## src/rtl/phase_step_pkg.sv

```systemverilog
// shared constants for the clock synthesiser phase-step control ends
package phase_step_pkg;
    // counter setting layout: eight count bits and one bypass flag on top
    localparam int SETTING_W = 9;
    localparam int COUNT_W = 8;
    localparam int BYPASS_BIT = 8;
    localparam int FACTOR_W = 9;
    // counter slots in the setting vector
    localparam int NUM_OUT_CNT = 7;
    localparam int NUM_CNT = 9;
    localparam int SLOT_PRE = 0;
    localparam int SLOT_FB = 1;
    localparam int SLOT_OUT0 = 2;
    // phase-tap slots: feedback first, then the output counters
    localparam int NUM_TAP = 8;
    localparam int TAP_W = 3;
    localparam int TAP_FB = 0;
    localparam int TAP_OUT0 = 1;
    // counter-select codes
    localparam int SEL_W = 4;
    localparam logic [3:0] SEL_ALL_OUT = 4'h0;
    localparam logic [3:0] SEL_FB = 4'h1;
    localparam logic [3:0] SEL_OUT0 = 4'h2;
    localparam logic [3:0] SEL_OUT_LAST = 4'h8;
    // post-scale divider: bit low means bypassed
    localparam logic POST_BYPASS_VAL = 1'b0;
    localparam logic [1:0] POST_DIV_BYPASS = 2'h1;
    localparam logic [1:0] POST_DIV_ACTIVE = 2'h2;
    localparam logic [FACTOR_W-1:0] FACTOR_ONE = 9'h001;
    // timing
    localparam int CLK_PERIOD_NS = 10;
    localparam int STEP_COMPLETE_LOW_TIME_NS = 20;
    localparam int STEP_COMPLETE_LOW_CYCLES =
        (STEP_COMPLETE_LOW_TIME_NS + CLK_PERIOD_NS - 1) / CLK_PERIOD_NS;
    localparam int STEP_REQ_MIN_CYCLES = 2;
    localparam logic [7:0] LOW_CNT_W8 = 8'h00;
endpackage : phase_step_pkg

```

## src/rtl/phase_step_if.sv

```systemverilog
// phase-step handshake between core logic and the synthesiser control
`timescale 1ns/100ps
interface phase_step_if;
    logic step_req;
    logic step_up;
    logic [3:0] counter_sel;
    logic step_done;
    modport dev (
        input step_req,
        input step_up,
        input counter_sel,
        output step_done
    );
    modport host (
        output step_req,
        output step_up,
        output counter_sel,
        input step_done
    );
endinterface : phase_step_if

```

## src/rtl/phase_step_device.sv

```systemverilog
// synthesiser side: counter bypass decode and dynamic phase-step engine
`timescale 1ns/100ps
module phase_step_device
    import phase_step_pkg::*;
#(
    parameter int LOW_CYCLES = STEP_COMPLETE_LOW_CYCLES
) (
    input wire logic MCLK, // free-running reconfiguration clock
    input wire logic SYS_RST, // synchronous reset, active high
    phase_step_if.dev PS, // phase-step handshake
    input wire logic [NUM_CNT*SETTING_W-1:0] CNT_SETTING, // pre, fb, out0..6 settings
    input wire logic [NUM_OUT_CNT*COUNT_W-1:0] OUT_LOW_COUNT, // out0..6 low counts
    input wire logic POST_DIV_BIT, // post-scale divider bit
    output logic [NUM_CNT*FACTOR_W-1:0] CNT_FACTOR, // effective factors
    output logic [1:0] POST_DIV, // effective post-scale divide
    output logic [NUM_TAP*TAP_W-1:0] PHASE_TAP, // fb, out0..6 phase taps
    output logic [NUM_TAP-1:0] CLK_ACTIVE, // per-clock running flag
    output logic STEP_BUSY // step in progress
);

    typedef enum logic [2:0] {
        ST_IDLE = 3'b000,
        ST_ARM = 3'b001,
        ST_SHIFT = 3'b010,
        ST_LOW = 3'b011,
        ST_RELEASE = 3'b100
    } step_state_t;

    // the low-time counter is eight bits wide
    if (LOW_CYCLES < 1 || LOW_CYCLES > 255) begin : g_bad_low_cycles
        $error("LOW_CYCLES must be 1..255");
    end

    step_state_t state_reg;
    logic req_cap_reg;
    logic dir_reg;
    logic [3:0] sel_reg;
    logic [7:0] low_cnt_reg;
    logic done_reg;
    logic [NUM_TAP*TAP_W-1:0] tap_reg;
    logic [NUM_TAP-1:0] tap_hit;

    // the request is sampled away from the edge on which the core moves it
    always_ff @(negedge MCLK) begin
        if (SYS_RST) begin
            req_cap_reg <= 1'b0;
        end else begin
            req_cap_reg <= PS.step_req;
        end
    end

    // handshake sequencer; the re-arm waits for the request to drop so a
    // long pulse still yields a single step
    always_ff @(posedge MCLK) begin
        if (SYS_RST) begin
            state_reg <= ST_IDLE;
        end else begin
            case (state_reg)
                ST_IDLE: begin
                    if (req_cap_reg) begin
                        state_reg <= ST_ARM;
                    end
                end
                ST_ARM: state_reg <= ST_SHIFT;
                ST_SHIFT: state_reg <= ST_LOW;
                ST_LOW: begin
                    if (low_cnt_reg == 8'(LOW_CYCLES - 1)) begin
                        state_reg <= ST_RELEASE;
                    end
                end
                ST_RELEASE: begin
                    if (!req_cap_reg) begin
                        state_reg <= ST_IDLE;
                    end
                end
                default: state_reg <= ST_IDLE;
            endcase
        end
    end

    // direction and select are taken on the second rising edge after capture
    always_ff @(posedge MCLK) begin
        if (SYS_RST) begin
            dir_reg <= 1'b0;
            sel_reg <= SEL_ALL_OUT;
        end else if (state_reg == ST_ARM) begin
            dir_reg <= PS.step_up;
            sel_reg <= PS.counter_sel;
        end
    end

    // done drops on the latch edge; low time is a local count standing in
    // for the synthesiser's own settle timing
    always_ff @(posedge MCLK) begin
        if (SYS_RST) begin
            done_reg <= 1'b1;
            low_cnt_reg <= LOW_CNT_W8;
        end else begin
            case (state_reg)
                ST_ARM: begin
                    done_reg <= 1'b0;
                    low_cnt_reg <= LOW_CNT_W8;
                end
                ST_LOW: begin
                    low_cnt_reg <= low_cnt_reg + 8'h01;
                    if (low_cnt_reg == 8'(LOW_CYCLES - 1)) begin
                        done_reg <= 1'b1;
                    end
                end
                default: low_cnt_reg <= low_cnt_reg;
            endcase
        end
    end

    // select decode: unused codes hit nothing but still complete the handshake
    always_comb begin
        tap_hit = '0;
        if (sel_reg == SEL_ALL_OUT) begin
            tap_hit = {NUM_TAP{1'b1}};
            tap_hit[TAP_FB] = 1'b0;
        end else if (sel_reg == SEL_FB) begin
            tap_hit[TAP_FB] = 1'b1;
        end else if (sel_reg >= SEL_OUT0 && sel_reg <= SEL_OUT_LAST) begin
            tap_hit[TAP_OUT0 + 32'(sel_reg - SEL_OUT0)] = 1'b1;
        end
    end

    // taps move by one of eight positions and wrap; done straight from the
    // step handshake, no scan data involved
    always_ff @(posedge MCLK) begin
        if (SYS_RST) begin
            tap_reg <= '0;
        end else if (state_reg == ST_SHIFT) begin
            for (int i = 0; i < NUM_TAP; i++) begin
                if (tap_hit[i]) begin
                    tap_reg[i*TAP_W +: TAP_W] <= dir_reg ?
                        tap_reg[i*TAP_W +: TAP_W] + 3'h1 :
                        tap_reg[i*TAP_W +: TAP_W] - 3'h1;
                end
            end
        end
    end

    // counter factors; a set bypass flag masks the count bits entirely
    generate
        for (genvar c = 0; c < NUM_CNT; c++) begin : g_factor
            logic [SETTING_W-1:0] setting;
            logic [FACTOR_W-1:0] factor_next;
            assign setting = CNT_SETTING[c*SETTING_W +: SETTING_W];
            if (c < SLOT_OUT0) begin : g_pre_fb
                assign factor_next = setting[BYPASS_BIT] ? FACTOR_ONE :
                    {1'b0, setting[COUNT_W-1:0]};
            end else begin : g_out
                logic [COUNT_W-1:0] low_cnt;
                assign low_cnt = OUT_LOW_COUNT[(c-SLOT_OUT0)*COUNT_W +: COUNT_W];
                assign factor_next = setting[BYPASS_BIT] ? FACTOR_ONE :
                    {1'b0, setting[COUNT_W-1:0]} + {1'b0, low_cnt};
            end
            always_ff @(posedge MCLK) begin
                if (SYS_RST) begin
                    CNT_FACTOR[c*FACTOR_W +: FACTOR_W] <= FACTOR_ONE;
                end else begin
                    CNT_FACTOR[c*FACTOR_W +: FACTOR_W] <= factor_next;
                end
            end
        end
    endgenerate

    always_ff @(posedge MCLK) begin
        if (SYS_RST) begin
            POST_DIV <= POST_DIV_BYPASS;
        end else begin
            POST_DIV <= (POST_DIV_BIT == POST_BYPASS_VAL) ?
                POST_DIV_BYPASS : POST_DIV_ACTIVE;
        end
    end

    // clocks are never gated: a tap change only moves an edge, so every
    // running flag stays set through the step
    always_ff @(posedge MCLK) begin
        if (SYS_RST) begin
            CLK_ACTIVE <= '0;
        end else begin
            CLK_ACTIVE <= {NUM_TAP{1'b1}};
        end
    end

    always_ff @(posedge MCLK) begin
        if (SYS_RST) begin
            STEP_BUSY <= 1'b0;
        end else begin
            STEP_BUSY <= (state_reg == ST_ARM) || (state_reg == ST_SHIFT) ||
                (state_reg == ST_LOW && low_cnt_reg != 8'(LOW_CYCLES - 1));
        end
    end

    assign PS.step_done = done_reg;
    assign PHASE_TAP = tap_reg;

endmodule : phase_step_device

```

## src/flat_wrapper.sv

```systemverilog
// flat-port wrapper written by rule: the top's interface ports become plain ports
module phase_step_device_flat import phase_step_pkg::*;
#(
    parameter int LOW_CYCLES = STEP_COMPLETE_LOW_CYCLES
)
  (MCLK, SYS_RST, CNT_SETTING, OUT_LOW_COUNT, POST_DIV_BIT, CNT_FACTOR, POST_DIV, PHASE_TAP, CLK_ACTIVE, STEP_BUSY, PS_step_req, PS_step_up, PS_counter_sel, PS_step_done);
  phase_step_if PS_i ();
  input wire logic MCLK;
  input wire logic SYS_RST;
  input wire logic [NUM_CNT*SETTING_W-1:0] CNT_SETTING;
  input wire logic [NUM_OUT_CNT*COUNT_W-1:0] OUT_LOW_COUNT;
  input wire logic POST_DIV_BIT;
  output logic [NUM_CNT*FACTOR_W-1:0] CNT_FACTOR;
  output logic [1:0] POST_DIV;
  output logic [NUM_TAP*TAP_W-1:0] PHASE_TAP;
  output logic [NUM_TAP-1:0] CLK_ACTIVE;
  output logic STEP_BUSY;
  input wire logic [$bits(PS_i.step_req)-1:0] PS_step_req;
  input wire logic [$bits(PS_i.step_up)-1:0] PS_step_up;
  input wire logic [$bits(PS_i.counter_sel)-1:0] PS_counter_sel;
  output wire logic [$bits(PS_i.step_done)-1:0] PS_step_done;
  assign PS_i.step_req = PS_step_req;
  assign PS_i.step_up = PS_step_up;
  assign PS_i.counter_sel = PS_counter_sel;
  assign PS_step_done = PS_i.step_done;
  phase_step_device #(.LOW_CYCLES(LOW_CYCLES)) u_core (.MCLK(MCLK), .SYS_RST(SYS_RST), .PS(PS_i), .CNT_SETTING(CNT_SETTING), .OUT_LOW_COUNT(OUT_LOW_COUNT), .POST_DIV_BIT(POST_DIV_BIT), .CNT_FACTOR(CNT_FACTOR), .POST_DIV(POST_DIV), .PHASE_TAP(PHASE_TAP), .CLK_ACTIVE(CLK_ACTIVE), .STEP_BUSY(STEP_BUSY));
endmodule
```

## config.mk

```make
export PLATFORM = sky130hd
export DESIGN_NAME = phase_step_device_flat
export DESIGN_NICKNAME = d
export VERILOG_FILES = /design/src/rtl/phase_step_pkg.sv /design/src/rtl/phase_step_if.sv /design/src/rtl/phase_step_device.sv /design/src/flat_wrapper.sv
export SDC_FILE = /design/constraint.sdc
export NUM_CORES = 1
export LEC_CHECK = 0
export ABC_AREA = 1
export BUFFER_PORTS_ARGS = -buffer_cell sky130_fd_sc_hd__buf_2
export CORE_AREA = 5 5 123 125
export CTS_CLUSTER_DIAMETER = 60
export DETAILED_ROUTE_END_ITERATION = 8
export DIE_AREA = 0 0 128 130
export PLACE_DENSITY = 0.8
export SLEW_MARGIN = 20
export SYNTH_ARGS = -nofsm -noshare
export SYNTH_HDL_FRONTEND = slang
export SYNTH_SLANG_ARGS = --single-unit
```

## constraint.sdc

```tcl
create_clock -name MCLK -period 2.9 [get_ports MCLK]
set_input_delay 0.58 -clock MCLK [delete_from_list [all_inputs] [get_ports MCLK]]
set_output_delay 0.58 -clock MCLK [all_outputs]
set_load 0.1 [all_outputs]
```

==> results.cfg, run 1 <==
[run_status]
run_status = completed

[synthesis]
ys_seq_area_share_pct = 36.93
synth-edff-count = 0
synth_seq_cells = 125
netlist_area_sq_um = 6776
async_reset_ff_share_pct = 0
ys_top_cells_by_area = dfxtp_1, ha_1, a21oi_1
synth_cell_type_count = 32
yosysTopAreaCellShare_pct = 36.93
syn_area_per_cell_sq_um = 7.762
yosysWarnings = 0
synth-main-ff-cell = dfxtp_1
syn_inst = 873
synth_top_cell_by_area = dfxtp_1

[cells_and_area]
drive_gt1_share_pct = 27.85
fillers = 1188
largest_reg_flops = 79
layout.nets = 1366
multi_input_area_sq_um = 3690
diodes = 0
ff_latch_area_sq_um = 2502
design_area_sq_um = 8800
syn_to_final_growth_pct = 29.86

[critical_path]
crit_path_start = u_core.sel_reg[1]
cp-end-kind = flip-flop
startpoint_type = flip-flop
crit_path_top_delay_cell = dfxtp_1
path_max_fanout = 8
cp_data_required_time_ns = 3.18
cp_num_buf_inv = 3
worstPathCellList = inv_1 -> ha_1 -> ha_1 -> inv_1 -> nand4_1 -> ha_1 -> inv_1 -> nor2_1 -> nand3_1 -> nor2_4 -> nand3_1 -> nand2_2 -> nand2_1 -> nand2_1 -> a21oi_1
timing_worst_setup_path_type = reg2reg
arrival_ns = 2.90
crit_family = simple AND/OR/NAND/NOR gates
r2r-start = u_core.sel_reg[1]
slowest_delay_ns = 0.35

[sta]
fmax_mhz = 381.7
finalSetupViolCount = 0
maxSlewHeadroom_pct = 62.73
finalMaxSlewViolations = 0
fin_tns_setup_ns = 0
min_period_over_period_pct = 90.34
rsz0062_at_grt = no
post-route-min-period_ns = 2.620
clock-skew-final_ns = 0.02593
finalHoldViolCount = 0
tightestPinTransition_ns = 0.5556

[cts]
cts-resized-gates = 0
clk_pin_slew_ns = 0.06
cts.sinks = 125
clkLatencyLatePin_ns = 0.43
post_cts_buffers = 0
cts_max_level = 4
cts_buffers = 17
hold_buffers = 0
cts_root_buffer = clkbuf_16
clockBufferDepth = 2
cts_tree = done

[grt]
grt_pass1_wl_um = 29690
antenna_found_initial = 1
grt_max_degree = 36
grt_pass1_vias = 6516
grt_overflow = 0
track_usage_pct = 22.18

[die]
dieArea_sq_um = 16640
coreArea_sq_um = 13770
pin_count = 263
die_w_um = 128
placementRows = 43
initial_utilization_pct = 49.20
die_y_um = 130

[routing]
drtPass1Iterations = 5
route.detailed.drc = 0
drtAntennaViolNets = 0
routed_wl_um = 18350
vias = 6693
drt_iter0_drc = 405
wl_per_cell_um = 13.81
vias_per_cell = 5.036

[power]
powerDensity_nw_per_um2 = 666.6
peakVddDrop_mv = 0.3531
total_power_mw = 5.866
p_leak_nw = 4.535

[place]
io_buffers = 260
gp_congestion = 0.9472
hpwlAfterDp_um = 14460
place_area_sq_um = 8203

[worst_hold_path]
worstHoldStart = POST_DIV_BIT
hp-class = in2reg

[flow_run]
max-cap-violations = 0
per-stage QoR:
| step | util (%) | setup WS, ns | cells | hold slack, ns |
|---|---|---|---|---|
| 2_1_floorplan | - | 0.05484 | 874 | 0.4364 |
| 3_3_place_gp | 59.56 | 0.4108 | 1297 | 0.4526 |
| 3_5_place_dp | 59.56 | 0.3198 | 1297 | 0.4657 |
| 4_1_cts | 63.89 | 0.2904 | 1329 | 0.3361 |
| 5_1_grt | 63.89 | 0.01946 | 1329 | 0.3379 |
| 6_report | 63.89 | 0.2802 | 1329 | 0.3457 |
synthesized netlist by cell type, types with 9 or more instances:
cell type / number
a21oi_1: 107
a31oi_1: 10
fa_1: 15
ha_1: 69
nand2_2: 10
nand3_1: 59
dfxtp_1: 125
inv_1: 117
nor2_1: 76
nand4_1: 18
buf_4: 9
or2_2: 9
o21ai_0: 52
nand2_1: 140
final timing paths:
kind / to / slack (ns) / cells after the start
worst min-delay path: u_core.POST_DIV[0] / 0.35 / 2
worst max-delay path: u_core.PHASE_TAP[11] / 0.28 / 15
worst min register to register: u_core.low_cnt_reg[5] / 0.47 / 2
worst max register to register: u_core.PHASE_TAP[11] / 0.28 / 15
logic make-up after synthesis:
logic type / synth area share, %
compound gates: 14.81
xor+xnor: 2.068
fa+ha+maj: 17.17
buf+inv: 8.678
flops: 36.93
other cells: 0.05534
simple gates: 20.29
power by group:
part | total, mW | internal (mW) | switching [mW] | leakage, nW
Sequential | 1.90 | 1.83 | 0.0671 | 1.02
Combinational | 1.85 | 0.445 | 1.41 | 3.21
Clock | 2.12 | 1.35 | 0.762 | 0.297
worst reg2reg max path, delay by kind of cell, from the launching register on:
kind,cells,cell delay [ns]
simple gates,8,0.95
fa+ha+maj,3,0.82
flops,1,0.35
buf+inv,3,0.33
compound gates,1,0.06
layout by cell type (no fill, tap or decap), types with 9 or more instances in the layout:
cell,synthesis,final
inv_1,117,117
or2_2,9,9
dfxtp_1,125,125
fa_1,15,15
a21oi_1,107,107
nand3_1,59,59
o21ai_0,52,52
buf_2,8,260
clkbuf_16,0,17
ha_1,69,69
nor2_1,76,76
nand4_1,18,18
nand2_1,140,140
a31oi_1,10,10
nand2_2,10,10
layer usage:
layer	routed length (um)	GRT usage (%)
met1	7196	25.40
met3	1617	7.614
met2	9017	37.68
met4	503	9.863
met5	13	0
layout make-up:
cell class	instances	share of cell area (%)
repair buffers	263	15.04
inverters	122	5.204
flip-flops and latches	125	28.44
multi-input cells	606	41.93
well taps	180	2.559
clock buffers	22	5.503
clock inverters	11	1.322
(Power assumes the default switching activity.)
==> run 2: changes to the inputs <==
--- a/config.mk
+++ b/config.mk
@@ -8,7 +8,9 @@
 export ABC_AREA = 1
 export BUFFER_PORTS_ARGS = -buffer_cell sky130_fd_sc_hd__buf_2
 export CORE_AREA = 5 5 123 125
+export CTS_BUF_LIST = sky130_fd_sc_hd__clkbuf_16
 export CTS_CLUSTER_DIAMETER = 60
+export CTS_CLUSTER_SIZE = 12
 export DETAILED_ROUTE_END_ITERATION = 8
 export DIE_AREA = 0 0 128 130
 export PLACE_DENSITY = 0.8
==> results.cfg, run 2 (same netlist as run 1, synthesis figures left out) <==
[worst_hold_path]
worstHoldStart = POST_DIV_BIT
hp-class = in2reg
hold_path_depth = 2
hold_end = u_core.POST_DIV[0]

[cts]
cts_buffers = 17
cts_max_level = 4
cts_tree = done
hold_buffers = 0
cts_root_buffer = clkbuf_16
clk_pin_slew_ns = 0.06
post_cts_buffers = 0
cts.sinks = 125
cts-resized-gates = 0
clockBufferDepth = 2
clkLatencyLatePin_ns = 0.43

[place]
io_buffers = 260
place_inst = 1297
hpwlAfterDp_um = 14460
place_area_sq_um = 8203
gp_congestion = 0.9472

[critical_path]
crit_path_top_delay_cell = dfxtp_1
slowest_delay_ns = 0.35
cp_data_required_time_ns = 3.17
r2r.worst_path.cells = 15
rrSetupSlack_ns = 0.28
worstPathCellList = inv_1 -> ha_1 -> ha_1 -> inv_1 -> nand4_1 -> ha_1 -> inv_1 -> nor2_1 -> nand3_1 -> nor2_4 -> nand3_1 -> nand2_2 -> nand2_1 -> nand2_1 -> a21oi_1
arrival_ns = 2.89
timing_worst_setup_path_type = reg2reg
path_max_fanout = 8
timing.rr.end = u_core.PHASE_TAP[5]
cp-end-kind = flip-flop
r2r-start = u_core.sel_reg[1]
startpoint_type = flip-flop

[sta]
min_period_over_period_pct = 90.26
fmax_mhz = 382.0
tightestPinTransition_ns = 0.5539
finalSetupViolCount = 0
maxSlewHeadroom_pct = 62.85
post-route-min-period_ns = 2.618
fin_hold_ws_ns = 0.3565
rsz0062_at_grt = no
finalMaxSlewViolations = 0
finalHoldViolCount = 0
fin_tns_setup_ns = 0
clock-skew-final_ns = 0.02741

[grt]
grt_max_degree = 36
grtUsageMet3_pct = 8.146
track_usage_pct = 22.08
grt_pass1_wl_um = 29640
grt.met2_usage_pct = 37.52
grt_overflow = 0
use_met1_pct = 25.45
grt.busiest_layer = met2
antenna_found_initial = 1
grt_pass1_vias = 6492

[routing]
routed_wl_um = 18300
wl_per_cell_um = 13.77
vias = 6645
drtPass1Iterations = 5
drt_iter0_drc = 415
route.detailed.drc = 0
drtAntennaViolNets = 0
vias_per_cell = 5.000

[die]
placementRows = 43
coreArea_sq_um = 13770
dieArea_sq_um = 16640
initial_utilization_pct = 49.20
pin_count = 263
die_w_um = 128
die_y_um = 130

[cells_and_area]
layout.nets = 1366
layout_commonest_cell = buf_2
syn_to_final_growth_pct = 29.27
design_area_sq_um = 8760
drive_gt1_share_pct = 27.50
final_cells = 1329
largest_reg_flops = 79
layout_common_cells = buf_2, nand2_1, dfxtp_1
utilization_pct = 63.60
diodes = 0

[flow_run]
max-cap-violations = 0

[power]
p_leak_nw = 4.517
powerDensity_nw_per_um2 = 656.5
peakVddDrop_mv = 0.3577

[run_status]
run_status = completed
[run 2: cell type report]
cell class,count,area [sq um]
Clock buffer,17,425.4
Clock inverter,16,135.1
Tap cell,180,225.2
Multi-Input combinational cell,606,3690
Sequential cell,125,2502
Inverter,122,457.9
Timing Repair Buffer,263,1324
Fill cell,1196,5014
[run 2: per-layer routing]
layer	up-vias	part of all wire (%)
met3	34	8.5
li1	3407	-
met1	2970	40
met5	-	0.071
met4	2	2.2
met2	232	49
[run 2: worst max path at each step]
| stage | slack [ns] | to | from |
|---|---|---|---|
| floorplan | 0.05 | u_core.req_cap_reg | SYS_RST |
| global placement | 0.41 | u_core.PHASE_TAP[14] | u_core.sel_reg[1] |
| detailed placement | 0.32 | u_core.PHASE_TAP[5] | u_core.sel_reg[1] |
| CTS | 0.29 | u_core.PHASE_TAP[4] | u_core.sel_reg[1] |
| global route | 0.02 | u_core.PHASE_TAP[1] | u_core.sel_reg[1] |
| finish | 0.28 | u_core.PHASE_TAP[5] | u_core.sel_reg[1] |
[run 2: critical path, delay by kind of cell (launching register included)]
family,cells,cell delay [ns]
buffers and inverters,3,0.32
flip-flops,1,0.35
AND/OR/NAND/NOR,8,0.95
adder cells (fa/ha/maj),3,0.82
AO/OA/AOI/OAI,1,0.05
[run 2: where the power goes]
part / internal (mW) / total, mW / switching (mW)
logic: 0.445 / 1.85 / 1.41
registers: 1.83 / 1.90 / 0.0671
clock network: 1.24 / 2.00 / 0.758
[run 2: stage by stage]
step	worst slack (ns)	total power, mW
after detailed placement	0.3198	3.777
after floorplan	0.05484	3.400
after CTS	0.2914	5.787
after global placement	0.4108	3.747
after global routing	0.02031	6.060
final	0.2824	5.751
